File: src/irs_consts.svh
`ifndef IRS_CONSTS_SVH
`define IRS_CONSTS_SVH
`define IRS_OFS_CTRL        8'h00
`define IRS_OFS_STATUS      8'h04
`define IRS_OFS_IR          8'h08
`define IRS_OFS_MA          8'h0c
`define IRS_CTRL_RUN        0
`define IRS_CTRL_KEY        1
`define IRS_CTRL_RST        1'b0
`define IRS_MA_RST          18'h00000
`define IRS_IR_RST          18'h00000
`define IRS_CLASS_UUO       3'h0
`define IRS_CLASS_FPCH      3'h1
`define IRS_CLASS_2XX       3'h2
`define IRS_CLASS_IOT       3'h7
`define IRS_FPCH_13X        3'h3
`define IRS_FPCH_UNUSED_MAX 6'h19
`define IRS_FSC_CODE        3'h2
`define IRS_GRP_SHIFT       3'h4
`define IRS_GRP_MISC        3'h5
`define IRS_AHB_NONSEQ      2'h2
`define IRS_HRESP_OKAY      1'h0
`endif

File: src/irs_pkg.sv
package irs_pkg;
	typedef enum logic [3:0] {
		ST_IDLE  = 4'h0,
		ST_WR    = 4'h1,
		ST_RST   = 4'h2,
		ST_WAIT3 = 4'h3,
		ST_S3    = 4'h4,
		ST_S5    = 4'h5,
		ST_WAIT5 = 4'h6,
		ST_S5A   = 4'h7,
		ST_S6    = 4'h8,
		ST_S6A   = 4'h9,
		ST_WAIT7 = 4'ha,
		ST_S7    = 4'hb
	} irs_state_t;

	typedef logic [7:0] irs_oct_t;

	function automatic irs_oct_t irs_oct_dec(input logic [2:0] code, input logic en);
		irs_oct_dec = en ? irs_oct_t'(8'h01 << code) : 8'h00;
	endfunction : irs_oct_dec
endpackage : irs_pkg

File: src/irs_decoder.sv
`timescale 1ns/100ps
`include "irs_consts.svh"
module irs_decoder (
	input  wire logic        core_clk,
	input  wire logic        arst_n,
	input  wire logic [0:17] ir,
	output logic      [7:0]  class_q,
	output logic      [7:0]  io_op_q,
	output logic             fc_unused_q,
	output logic             float_scale_q,
	output logic      [4:0]  char_op_q,
	output logic      [3:0]  float_op_q,
	output logic      [3:0]  float_mode_q,
	output logic             float_round_q,
	output logic             move_group_q,
	output logic      [7:0]  shift_op_q,
	output logic      [7:0]  misc_op_q,
	output logic             no_acc_codes_q,
	output logic             no_index_q
);
	// Primary decoder is always enabled
	wire irs_pkg::irs_oct_t cls = irs_pkg::irs_oct_dec(ir[0:2], 1'b1);
	wire fpch  = cls[`IRS_CLASS_FPCH];
	wire two   = cls[`IRS_CLASS_2XX];
	wire x13   = fpch & (ir[3:5] == `IRS_FPCH_13X);
	wire flt   = fpch & ir[3];
	wire irs_pkg::irs_oct_t c13  = irs_pkg::irs_oct_dec(ir[6:8], x13);
	wire irs_pkg::irs_oct_t grp  = irs_pkg::irs_oct_dec(ir[3:5], two);
	wire irs_pkg::irs_oct_t fop  = irs_pkg::irs_oct_dec({1'b0, ir[4:5]}, flt);
	wire irs_pkg::irs_oct_t fmod = irs_pkg::irs_oct_dec({1'b0, ir[7:8]}, flt);
	wire irs_pkg::irs_oct_t iop  = irs_pkg::irs_oct_dec(ir[10:12], cls[`IRS_CLASS_IOT]);
	wire irs_pkg::irs_oct_t sh   = irs_pkg::irs_oct_dec(ir[6:8], grp[`IRS_GRP_SHIFT]);
	wire irs_pkg::irs_oct_t misc = irs_pkg::irs_oct_dec(ir[6:8], grp[`IRS_GRP_MISC]);

	always_ff @(posedge core_clk or negedge arst_n) begin
		if (!arst_n) begin
			class_q        <= 8'h00;
			io_op_q        <= 8'h00;
			fc_unused_q    <= 1'b0;
			float_scale_q  <= 1'b0;
			char_op_q      <= 5'h00;
			float_op_q     <= 4'h0;
			float_mode_q   <= 4'h0;
			float_round_q  <= 1'b0;
			move_group_q   <= 1'b0;
			shift_op_q     <= 8'h00;
			misc_op_q      <= 8'h00;
			no_acc_codes_q <= 1'b0;
			no_index_q     <= 1'b0;
		end else begin
			class_q        <= cls;
			io_op_q        <= iop;
			fc_unused_q    <= fpch & (ir[3:8] <= `IRS_FPCH_UNUSED_MAX);
			float_scale_q  <= c13[`IRS_FSC_CODE];
			char_op_q      <= c13[7:3];
			float_op_q     <= fop[3:0];
			float_mode_q   <= fmod[3:0];
			float_round_q  <= flt & ir[6];
			move_group_q   <= grp[0] | grp[1];
			shift_op_q     <= sh;
			misc_op_q      <= misc;
			no_acc_codes_q <= grp[`IRS_GRP_MISC] & ir[6];
			no_index_q     <= (ir[14:17] == 4'h0);
		end
	end
endmodule : irs_decoder

File: src/irs_store_ctrl.sv
// The register offsets and the AHB-Lite interface to the registers are this design's own decisions.
`timescale 1ns/100ps
`include "irs_consts.svh"
module irs_store_ctrl (
	input  wire logic        core_clk,
	input  wire logic        arst_n,
	// AHB-Lite slave
	input  wire logic        hsel,
	input  wire logic [31:0] haddr,
	input  wire logic [1:0]  htrans,
	input  wire logic        hwrite,
	input  wire logic [2:0]  hsize,
	input  wire logic [31:0] hwdata,
	input  wire logic        hready,
	output logic             hreadyout,
	output logic             hresp,
	output logic      [31:0] hrdata,
	// Sequence pulses and levels from execute and memory logic
	input  wire logic        exec_final_pulse,
	input  wire logic        exec_pulse_three,
	input  wire logic        mem_return,
	input  wire logic        fetch_pause_level,
	input  wire logic        store_to_e_write,
	input  wire logic        store_to_e_restart,
	input  wire logic        no_acc_instr,
	input  wire logic        mem_mode_instr,
	input  wire logic        test_no_result,
	input  wire logic        cmp_zero_instr,
	input  wire logic        block_move_done,
	input  wire logic        dbl_shift,
	input  wire logic        float_low_half,
	input  wire logic        fixed_double,
	input  wire logic        protect_violation,
	// Instruction register loading
	input  wire logic [0:17] mem_buffer_reg,
	input  wire logic        main_seq_clear,
	input  wire logic        instr_cycle_load_pulse,
	input  wire logic        addr_cycle_load_pulse,
	input  wire logic        indirect_clear_pulse,
	input  wire logic        char_first_part_done,
	input  wire logic        io_start_pulse,
	// Store chain strobes
	output logic             mb_setup_pulse,
	output logic             mem_write_req,
	output logic             mem_restart_req,
	output logic             store_step_three,
	output logic             mb_from_ar,
	output logic             mb_from_mq,
	output logic             store_final_pulse,
	output logic             new_instr_cycle,
	output logic             key_cycle,
	output logic             halted,
	output logic             protect_fault_channel,
	output logic      [17:0] mem_addr_reg,
	// Instruction register and decode
	output logic      [0:17] instr_reg,
	output logic      [0:6]  io_device_sel,
	output logic      [0:3]  index_sel,
	output logic             indirect_repeat,
	output logic      [7:0]  class_lvl,
	output logic      [7:0]  io_op,
	output logic             fc_unused,
	output logic             float_scale,
	output logic      [4:0]  char_op,
	output logic      [3:0]  float_op,
	output logic      [3:0]  float_mode,
	output logic             float_round,
	output logic             move_group,
	output logic      [7:0]  shift_op,
	output logic      [7:0]  misc_op,
	output logic             no_acc_codes,
	output logic             no_index
);
	irs_pkg::irs_state_t state_q;
	irs_pkg::irs_state_t state_d;
	logic        sf_a_q;
	logic        sf_b_q;
	logic        run_q;
	logic        key_req_q;
	logic        wr_pend_q;
	logic [7:0]  wr_addr_q;
	logic [0:17] ir_q;
	logic [17:0] ma_q;
	logic [31:0] hrdata_q;
	logic        mb_setup_q;
	logic        wreq_q;
	logic        rreq_q;
	logic        st3_q;
	logic        mb_ar_q;
	logic        mb_mq_q;
	logic        st7_q;
	logic        new_instr_q;
	logic        key_cycle_q;
	logic        halted_q;
	logic        cpa_q;

	// Store chain conditions
	wire acc_store_inhibit = no_acc_instr | mem_mode_instr | test_no_result
		| (cmp_zero_instr & (ir_q[9:12] == 4'h0))
		| block_move_done
		| no_acc_codes;
	wire second_acc_store  = dbl_shift | float_low_half | fixed_double;
	wire restart_gate      = store_to_e_restart | fetch_pause_level;
	wire noop_jump         = exec_pulse_three & fc_unused;
	wire final_entry       = state_d == irs_pkg::ST_S7;
	wire go_key            = final_entry & run_q & key_req_q;

	always_comb begin
		state_d = state_q;
		case (state_q)
			irs_pkg::ST_IDLE: begin
				if (noop_jump)
					state_d = irs_pkg::ST_S7;
				else if (exec_final_pulse & store_to_e_write)
					state_d = irs_pkg::ST_WR;
				else if (exec_final_pulse & restart_gate)
					state_d = irs_pkg::ST_RST;
				else if (exec_final_pulse)
					state_d = irs_pkg::ST_S3;
			end
			irs_pkg::ST_WR,
			irs_pkg::ST_RST: state_d = irs_pkg::ST_WAIT3;
			irs_pkg::ST_WAIT3: begin
				if (mem_return & sf_a_q)
					state_d = irs_pkg::ST_S3;
			end
			irs_pkg::ST_S3: begin
				state_d = acc_store_inhibit ? irs_pkg::ST_S7 : irs_pkg::ST_S5;
			end
			irs_pkg::ST_S5: state_d = irs_pkg::ST_WAIT5;
			irs_pkg::ST_WAIT5: begin
				if (mem_return)
					state_d = irs_pkg::ST_S5A;
			end
			irs_pkg::ST_S5A: begin
				state_d = second_acc_store ? irs_pkg::ST_S6 : irs_pkg::ST_S7;
			end
			// The extra state keeps a return still in flight from being taken twice
			irs_pkg::ST_S6: state_d = irs_pkg::ST_S6A;
			irs_pkg::ST_S6A: state_d = irs_pkg::ST_WAIT7;
			irs_pkg::ST_WAIT7: begin
				if (mem_return & sf_b_q)
					state_d = irs_pkg::ST_S7;
			end
			irs_pkg::ST_S7: state_d = irs_pkg::ST_IDLE;
			default: state_d = irs_pkg::ST_IDLE;
		endcase
		if (protect_violation)
			state_d = irs_pkg::ST_S7;
	end

	always_ff @(posedge core_clk or negedge arst_n) begin
		if (!arst_n)
			state_q <= irs_pkg::ST_IDLE;
		else
			state_q <= state_d;
	end

	// Subroutine flags: sf_a_q sets with the request pulse, sf_b_q one cycle after it (ST_S6A); any memory return or main_seq_clear clears
	always_ff @(posedge core_clk or negedge arst_n) begin
		if (!arst_n) begin
			sf_a_q <= 1'b0;
			sf_b_q <= 1'b0;
		end else begin
			if (state_q == irs_pkg::ST_WR || state_q == irs_pkg::ST_RST)
				sf_a_q <= 1'b1;
			else if (mem_return || main_seq_clear)
				sf_a_q <= 1'b0;
			if (state_q == irs_pkg::ST_S6A)
				sf_b_q <= 1'b1;
			else if (mem_return || main_seq_clear)
				sf_b_q <= 1'b0;
		end
	end

	always_ff @(posedge core_clk or negedge arst_n) begin
		if (!arst_n)
			ma_q <= `IRS_MA_RST;
		else if (state_d == irs_pkg::ST_S3)
			ma_q <= `IRS_MA_RST;
		else if (state_d == irs_pkg::ST_S5)
			ma_q <= {14'h0000, ir_q[9:12]};
		else if (state_d == irs_pkg::ST_S6)
			ma_q <= ma_q + 18'h00001;
	end

	// Strobes are registered copies of the state being entered, except mb_setup_q and cpa_q, which register input pulses
	always_ff @(posedge core_clk or negedge arst_n) begin
		if (!arst_n) begin
			mb_setup_q  <= 1'b0;
			wreq_q      <= 1'b0;
			rreq_q      <= 1'b0;
			st3_q       <= 1'b0;
			mb_ar_q     <= 1'b0;
			mb_mq_q     <= 1'b0;
			st7_q       <= 1'b0;
			new_instr_q <= 1'b0;
			key_cycle_q <= 1'b0;
			cpa_q       <= 1'b0;
		end else begin
			mb_setup_q  <= exec_final_pulse & (state_q == irs_pkg::ST_IDLE);
			wreq_q      <= state_d == irs_pkg::ST_WR || state_d == irs_pkg::ST_S5
				|| state_d == irs_pkg::ST_S6;
			rreq_q      <= state_d == irs_pkg::ST_RST;
			st3_q       <= state_d == irs_pkg::ST_S3;
			mb_ar_q     <= state_d == irs_pkg::ST_S5;
			mb_mq_q     <= state_d == irs_pkg::ST_S6;
			st7_q       <= final_entry;
			new_instr_q <= final_entry & run_q & ~key_req_q;
			key_cycle_q <= go_key;
			cpa_q       <= protect_violation;
		end
	end

	always_ff @(posedge core_clk or negedge arst_n) begin
		if (!arst_n)
			halted_q <= 1'b0;
		else if (final_entry & ~run_q)
			halted_q <= 1'b1;
		else if (main_seq_clear)
			halted_q <= 1'b0;
	end

	// Instruction register, bit 0 is the most significant
	always_ff @(posedge core_clk or negedge arst_n) begin
		if (!arst_n) begin
			ir_q <= `IRS_IR_RST;
		end else if (main_seq_clear) begin
			ir_q <= `IRS_IR_RST;
		end else begin
			if (instr_cycle_load_pulse)
				ir_q[0:12] <= mem_buffer_reg[0:12];
			else if (io_start_pulse)
				ir_q[12] <= 1'b1;
			if (addr_cycle_load_pulse)
				ir_q[13:17] <= mem_buffer_reg[13:17];
			else if (char_first_part_done)
				ir_q[13:17] <= 5'h00;
			else if (indirect_clear_pulse)
				ir_q[14:17] <= 4'h0;
		end
	end

	irs_decoder u_dec (
		.core_clk       (core_clk),
		.arst_n         (arst_n),
		.ir             (ir_q),
		.class_q        (class_lvl),
		.io_op_q        (io_op),
		.fc_unused_q    (fc_unused),
		.float_scale_q  (float_scale),
		.char_op_q      (char_op),
		.float_op_q     (float_op),
		.float_mode_q   (float_mode),
		.float_round_q  (float_round),
		.move_group_q   (move_group),
		.shift_op_q     (shift_op),
		.misc_op_q      (misc_op),
		.no_acc_codes_q (no_acc_codes),
		.no_index_q     (no_index)
	);

	// AHB-Lite slave, zero wait states, always OKAY
	wire        bus_take = hsel & hready & (htrans == `IRS_AHB_NONSEQ);
	wire        bus_wr   = bus_take & hwrite;
	wire        bus_rd   = bus_take & ~hwrite;
	wire        ctrl_wr  = wr_pend_q & (wr_addr_q == `IRS_OFS_CTRL);
	wire [31:0] status_w = {22'h000000, second_acc_store, acc_store_inhibit, halted_q,
		sf_b_q, sf_a_q, 1'b0, state_q};
	wire [31:0] rd_mux   = (haddr[7:0] == `IRS_OFS_CTRL)   ? {30'h00000000, key_req_q, run_q} :
		(haddr[7:0] == `IRS_OFS_STATUS) ? status_w :
		(haddr[7:0] == `IRS_OFS_IR)     ? {14'h0000, ir_q} :
		(haddr[7:0] == `IRS_OFS_MA)     ? {14'h0000, ma_q} : 32'h00000000;

	always_ff @(posedge core_clk or negedge arst_n) begin
		if (!arst_n) begin
			wr_pend_q <= 1'b0;
			wr_addr_q <= 8'h00;
			hrdata_q  <= 32'h00000000;
		end else begin
			wr_pend_q <= bus_wr;
			wr_addr_q <= haddr[7:0];
			hrdata_q  <= bus_rd ? rd_mux : 32'h00000000;
		end
	end

	// Key request: a software set wins over the clear at key-cycle entry
	always_ff @(posedge core_clk or negedge arst_n) begin
		if (!arst_n) begin
			run_q     <= `IRS_CTRL_RST;
			key_req_q <= 1'b0;
		end else begin
			if (ctrl_wr)
				run_q <= hwdata[`IRS_CTRL_RUN];
			if (ctrl_wr & hwdata[`IRS_CTRL_KEY])
				key_req_q <= 1'b1;
			else if (go_key)
				key_req_q <= 1'b0;
		end
	end

	assign hreadyout             = 1'b1;
	assign hresp                 = `IRS_HRESP_OKAY;
	assign hrdata                = hrdata_q;
	assign mb_setup_pulse        = mb_setup_q;
	assign mem_write_req         = wreq_q;
	assign mem_restart_req       = rreq_q;
	assign store_step_three      = st3_q;
	assign mb_from_ar            = mb_ar_q;
	assign mb_from_mq            = mb_mq_q;
	assign store_final_pulse     = st7_q;
	assign new_instr_cycle       = new_instr_q;
	assign key_cycle             = key_cycle_q;
	assign halted                = halted_q;
	assign protect_fault_channel = cpa_q;
	assign mem_addr_reg          = ma_q;
	assign instr_reg             = ir_q;
	assign io_device_sel         = ir_q[3:9];
	assign index_sel             = ir_q[14:17];
	assign indirect_repeat       = ir_q[13];
endmodule : irs_store_ctrl

File: config.mk
export PLATFORM = sky130hd
export DESIGN_NAME = irs_store_ctrl
export DESIGN_NICKNAME = d
export VERILOG_FILES = /design/src/irs_pkg.sv /design/src/irs_decoder.sv /design/src/irs_store_ctrl.sv
export VERILOG_INCLUDE_DIRS = /design/src
export SDC_FILE = /design/constraint.sdc
export NUM_CORES = 1
export LEC_CHECK = 0
export BUFFER_PORTS_ARGS = -buffer_cell sky130_fd_sc_hd__buf_2
export CAP_MARGIN = 20
export CORE_MARGIN = 2
export CORE_UTILIZATION = 40
export CTS_CLUSTER_DIAMETER = 60
export CTS_CLUSTER_SIZE = 40
export DETAILED_ROUTE_END_ITERATION = 7
export PLACE_DENSITY = 0.69
export SYNTH_ARGS = -nofsm -noshare
export SYNTH_HDL_FRONTEND = slang
export SYNTH_SLANG_ARGS = --single-unit
File: constraint.sdc
create_clock -name core_clk -period 5.58 [get_ports core_clk]
set_clock_uncertainty 0.2 [all_clocks]
set_input_delay 0.837 -clock core_clk [delete_from_list [all_inputs] [get_ports core_clk]]
set_output_delay 0.837 -clock core_clk [all_outputs]
set_load 0.01 [all_outputs]
==> results.toml, run 1 <==
[status]
status = "finished clean"

[setup_path]
worstSetupPathDepth = 4
path_max_fanout = 17
r2r_cells = 4
start_kind = "flop"
cp.arrival_ns = 3.08
cp-startpoint = "state_q[1]"
crit_chain = "a21boi_1, o211ai_1, a2111oi_0, a31oi_1"
crit_buf_inv = 0
cp_data_required_time_ns = 5.67
cp_slowest_cell = "a21boi_1"
cp_top_family = "compound AO/OA/AOI/OAI gates"
end_kind = "flop"
path_class = "reg -> reg"
slowest_delay_ns = 0.95
reg2reg_from = "state_q[1]"

[clock_tree]
cts-buffers-inserted = 17
h-tree-depth = 4
cts_root_buffer = "clkbuf_16"
clkSinkCount = 133
cts-resized-gates = 0
clkLatencyLatePin_ns = 0.42
post_cts_buffers = 0
clk_path_buf_depth = 2
clk_pin_slew_ns = 0.06
cts_tree = "built"
cts_hold_buf = 0

[synth]
ys_top_cells_by_count = "dfrtp_1, nor2_1, buf_4, nand2_1"
yosys.area.top_type = "dfrtp_1"
yosysWarnings = 0
synthMuxAreaShare_pct = 3.52
yosysTopAreaCellShare_pct = 55.8
yosys.area_share.simple_pct = 19.5
synthArstFlopShare_pct = 100
synthCells = 558
netlist_area_um2 = 5970
ys.flop_type = "dfrtp_1"
synthXorXnorAreaFrac_pct = 0.440
synth_seq_cells = 133
synth_top_family_by_area = "simple AND/OR/NAND/NOR gates"
ys_types = 72
yosysSeqAreaShare_pct = 55.8
synthTopCellsByArea = "dfrtp_1, nor2_1, buf_4, a21oi_1, nor3_1"
synth_compound_area_share_pct = 13.9
synth_adder_area_share_pct = 0.210
avgSynthCellArea_um2 = 10.7
synth-edff-count = 0
yosysMostFrequentCell = "dfrtp_1"

[cells_and_area]
fin_nets = 833
layout-drive-gt1-share_pct = 32.9
seq_area_um2 = 3330
multi_input_area_um2 = 2310
num_antenna_cells = 0
fillers = 1333
syn_to_final_growth_pct = 25.2
instances_no_fill = 916

[power_and_ir_drop]
p_total_mw = 2.64
p_per_area_nw_per_um2 = 353
peakVddDrop_mv = 0.212
power_leakage_nw = 3.73

[detailed_routing]
route.vias.total = 4956
ant_nets = 0
drtIter0Drc = 366
drt-pass1-iter-count = 4
drt-total-wl_um = 16400
wl_per_cell_um = 17.9
viasPerCell = 5.41
drc_errors = 0

[die]
die_x_um = 126
die_area_um2 = 15900
die_h_um = 126
start_util_pct = 41.1
rows = 44
ios = 257
fp.coreArea_um2 = 14500

[grt]
grt_max_degree = 74
grtUsageTotal_pct = 20.9
grt_pass1_wl_um = 25800
grt_pass1_vias = 4798
grt.overflow.total = 0
antenna_found_initial = 0

[timing]
rsz0062_at_grt = "no"
layout_min_cycle_time_ns = 2.98
holdWs_ns = 0.217
finalMaxSlewViolations = 0
final_hold_viol_count = 0
fin_crit_sh_pct = 53.5
fin_setup_tns_ns = 0
worstMarginPinSlew_ns = 1.11
maxSlewHeadroom_pct = 25.9
final-setup-viol-count = 0
fmax_ghz = 0.335

[place]
gp_congestion = 0.871
dp.cells = 884
place_hpwl_um = 12000
io_buffers = 183

[worst_hold_path]
hold_path.class = "in -> async"

[run]
drv_cap = 0
[metal layers]
layer	wire, um	track usage, %
met4	303	8.53
met1	6730	27.2
met5	0	0
met3	1120	5.01
met2	8210	33.9
[report_power, final]
part	leakage [nW]	switching [mW]	internal, mW
registers	1.79	0.0865	1.01
logic	1.64	0.258	0.142
clock network	0.299	0.461	0.680
[cells in the final DEF, fill, tap and decap left out, types with 5 or more instances in the layout]
cell type and count:
buf_2 182, dfrtp_1 133, nor2_1 84, nand2_1 27, nor3_1 25, a21oi_1 25
clkbuf_16 17, conb_1 16, inv_1 14, mux2i_1 12, nor4_1 11, nand2b_1 10
nand3_1 9, or4_1 9, a22oi_1 9, o31ai_1 9, nor3b_1 8, nand4_1 7
and3_1 7, o21ai_0 7, a2111oi_0 7, a31oi_1 6, o21a_1 6, o31a_1 5
o2111ai_1 5, inv_8 5
[metrics by stage]
step / instance area [um2] / utilization (%) / worst slack (ns)
floorplan: 6020 / - / 2.83
global placement: 6860 / 47.2 / 2.41
detailed placement: 6860 / 47.2 / 2.38
CTS: 7470 / 51.4 / 2.62
global route: 7470 / 51.4 / 2.41
finish: 7470 / 51.4 / 2.60
[worst register-to-register path: stages, from the launching register on]
cell       delay [ns]
dfrtp_1          0.63
a21boi_1         0.95
o211ai_1         0.43
a2111oi_0        0.57
a31oi_1          0.07
[cell type report]
cell class                      instances  share of cell area, %
Sequential cell                       133                   44.5
Multi-Input combinational cell        367                   30.9
Timing Repair Buffer                  185                   12.5
Clock buffer                           17                   5.69
Tap cell                              184                   3.08
Clock inverter                         15                   2.48
Inverter                               15                  0.754
[path summary, 6_finish.rpt]
path                                    end  slack, ns
setup / recovery            mem_addr_reg[1]       2.60
hold / removal             store_step_three       0.22
setup reg to reg            mem_addr_reg[1]       2.60
hold reg to reg                      sf_b_q       0.34
max in group asynchronous      wr_addr_q[2]       3.75
min in group core_clk                sf_b_q       0.34
[kinds of logic after synthesis]
kind of cell | after synthesis
and+or+nand+nor | 223
DFF | 133
AOI/OAI and AO/OA | 106
buffers and inverters | 72
muxes | 18
xor gates and xnor gates | 3
other | 2
adders and majority gates | 1
Power figures use the tool's default switching activity.
==> run 2: changes to the inputs <==
Settings changed: ABC_AREA set to 1.
Clock period 5.58 ns to 2.86 ns, I/O delays scaled along.
==> run 2 against run 1 <==
  * Hold slack got worse by 0.19 ns
  * Wire length is 4.8% lower
  * Synthesized area fell by 2.5%
  * Power rose by 110%
  * Flip-flop and latch count unchanged
  * Die area down 2.4%
  * Sequential share of layout area fell by 0.19 points
  * Final area is 0.44% higher
  * Clock power increased by 90%
  * Largest cell class unchanged
==> results.toml, run 2 <==
[status]
status = "finished clean"

[synth]
ys_types = 41
synthTopCellsByArea = "dfrtp_1, nand2_1, nor2_1, inv_1, nand3_1"
synth_seq_cells = 133
synthArstFlopShare_pct = 100
yosysWarnings = 0
ys_top_cells_by_count = "nand2_1, dfrtp_1, nor2_1, inv_1, nand3_1"
yosys.area.top_type = "dfrtp_1"
synthCells = 660
netlist_area_um2 = 5820
ys.flop_type = "dfrtp_1"
yosysTopAreaCellShare_pct = 57.2
yosysSeqAreaShare_pct = 57.2
yosysMostFrequentCell = "nand2_1"
avgSynthCellArea_um2 = 8.82
synth-edff-count = 0

[grt]
grtUsageTotal_pct = 20.8
antenna_found_initial = 0
grt_pass1_vias = 4844
grt_max_degree = 59
grt.overflow.total = 0
grt_pass1_wl_um = 25500

[clock_tree]
clkSinkCount = 133
cts-resized-gates = 0
clk_pin_slew_ns = 0.06
cts_tree = "built"
clkLatencyLatePin_ns = 0.42
post_cts_buffers = 0
clk_path_buf_depth = 2
cts-buffers-inserted = 17
cts_root_buffer = "clkbuf_16"
h-tree-depth = 4

[cells_and_area]
layout-drive-gt1-share_pct = 27.6
final_area_um2 = 7500
mostFrequentLayoutCell = "buf_2"
num_antenna_cells = 0
syn_to_final_growth_pct = 28.9
fin_nets = 968
layout_common_cells = "buf_2, nand2_1, dfrtp_1"
fillers = 1348

[detailed_routing]
ant_nets = 0
route.vias.total = 5063
drt-total-wl_um = 15600
drtIter0Drc = 285
drt-pass1-iter-count = 4
drc_errors = 0
wl_per_cell_um = 14.8
viasPerCell = 4.82

[setup_path]
cp-startpoint = "haddr[1]"
cp_data_required_time_ns = 2.94
path_class = "in -> reg"
reg2reg_from = "mem_addr_reg[0]"
path_max_fanout = 9
end_kind = "flop"
cp.arrival_ns = 2.56
start_kind = "primary input"

[timing]
layout_min_cycle_time_ns = 2.47
final_hold_viol_count = 0
finalMaxSlewViolations = 0
maxSlewHeadroom_pct = 51.2
fin_setup_tns_ns = 0
fin_crit_sh_pct = 86.4
final-setup-viol-count = 0
rsz0062_at_grt = "no"
holdWs_ns = 0.0314
fmax_ghz = 0.405
worstMarginPinSlew_ns = 0.731

[place]
io_buffers = 183
gp_congestion = 0.847
placed_area_um2 = 6820
place_hpwl_um = 11500

[run]
drv_cap = 0

[power_and_ir_drop]
p_int_mw = 3.84
power_frac_clock_pct = 38.8
power_leakage_nw = 4.01
p_total_mw = 5.59
p_comb_share_pct = 20.5
peakVddDrop_mv = 0.430
power_frac_seq_pct = 40.8
p_per_area_nw_per_um2 = 745
switching_power_mw = 1.75
p_sw_share_pct = 31.3

[die]
start_util_pct = 40.5
fp.coreArea_um2 = 14400
rows = 44
die_area_um2 = 15500
die_x_um = 125
ios = 257
die_h_um = 125

[worst_hold_path]
min_from = "io_start_pulse"
hold_path.class = "in -> reg"
[run 2: repair_timing]
item,CTS,global route
setup endpoints to repair,0,0
hold buffers,10,0
endpoints found under the hold margin,64,0
[run 2: metrics by stage]
| step | worst slack [ns] | util [%] | instances |
|---|---|---|---|
| after global placement | 0.375 | 47.5 | 1009 |
| after global routing | 0.181 | 52.2 | 1050 |
| after CTS | 0.357 | 52.2 | 1050 |
| final | 0.388 | 52.2 | 1050 |
| after detailed placement | 0.339 | 47.5 | 1009 |
| after floorplan | 0.849 | - | 674 |
[run 2: power by group through the flow]
stage / Clock [mW] / Sequential [mW] / Combinational, mW
final: 2.17 / 2.28 / 1.14
after floorplan: 0 / 2.32 / 0.738
after global placement: 0 / 2.30 / 1.11
after global routing: 2.30 / 2.31 / 1.29
after CTS: 2.20 / 2.27 / 1.15
after detailed placement: 0 / 2.31 / 1.13
[run 2: area by class of cell]
type                       count  area, um2  area share, %
timing repair buffer         200       1090           14.5
sequential                   133       3330           44.4
clock inverter                 8        125           1.67
multi-input combinational    427       1990           26.5
inverter                      75        283           3.77
tap                          184        230           3.07
clock buffer                  23        458           6.10
[run 2: final timing paths]
path / endpoint / slack [ns] / cells past startpoint
min in group asynchronous: u_dec.char_op_q[0] / 0.34 / 2
worst max-delay path: hrdata[15] / 0.39 / 7
worst min-delay path: instr_reg[12] / 0.03 / 3
max in group asynchronous: hrdata[12] / 1.45 / 3
worst min register to register: new_instr_cycle / 0.24 / 1
worst max register to register: mem_addr_reg[16] / 0.49 / 11
[run 2: routing by layer]
layer | vias up | global-route usage [%] | routed length, um
met5 | - | 0 | 0
li1 | 2456 | - | -
met3 | 18 | 4.90 | 919
met1 | 2428 | 28.2 | 7000
met2 | 161 | 32.2 | 7330
met4 | 0 | 8.72 | 333
[run 2: critical path, cell delays in order]
cell	delay, ns
dlygate4sd3_1	0.53
buf_2	0.13
or2_1	0.31
nor4_1	0.45
nor2_1	0.26
nand2_1	0.35
a21oi_1	0.09
[run 2: cells by family (layout without fill, tap and decap cells)]
kind of cell / Yosys count / after routing / share of synthesized area, %
and+or+nand+nor: 343 / 343 / 26.6
xor gates and xnor gates: 2 / 2 / 0.301
AOI/OAI and AO/OA: 64 / 64 / 5.85
buffers and inverters: 114 / 306 / 9.48
other: 2 / 16 / 0.129
adders and majority gates: 1 / 1 / 0.215
muxes: 1 / 1 / 0.193
DFF: 133 / 133 / 57.2
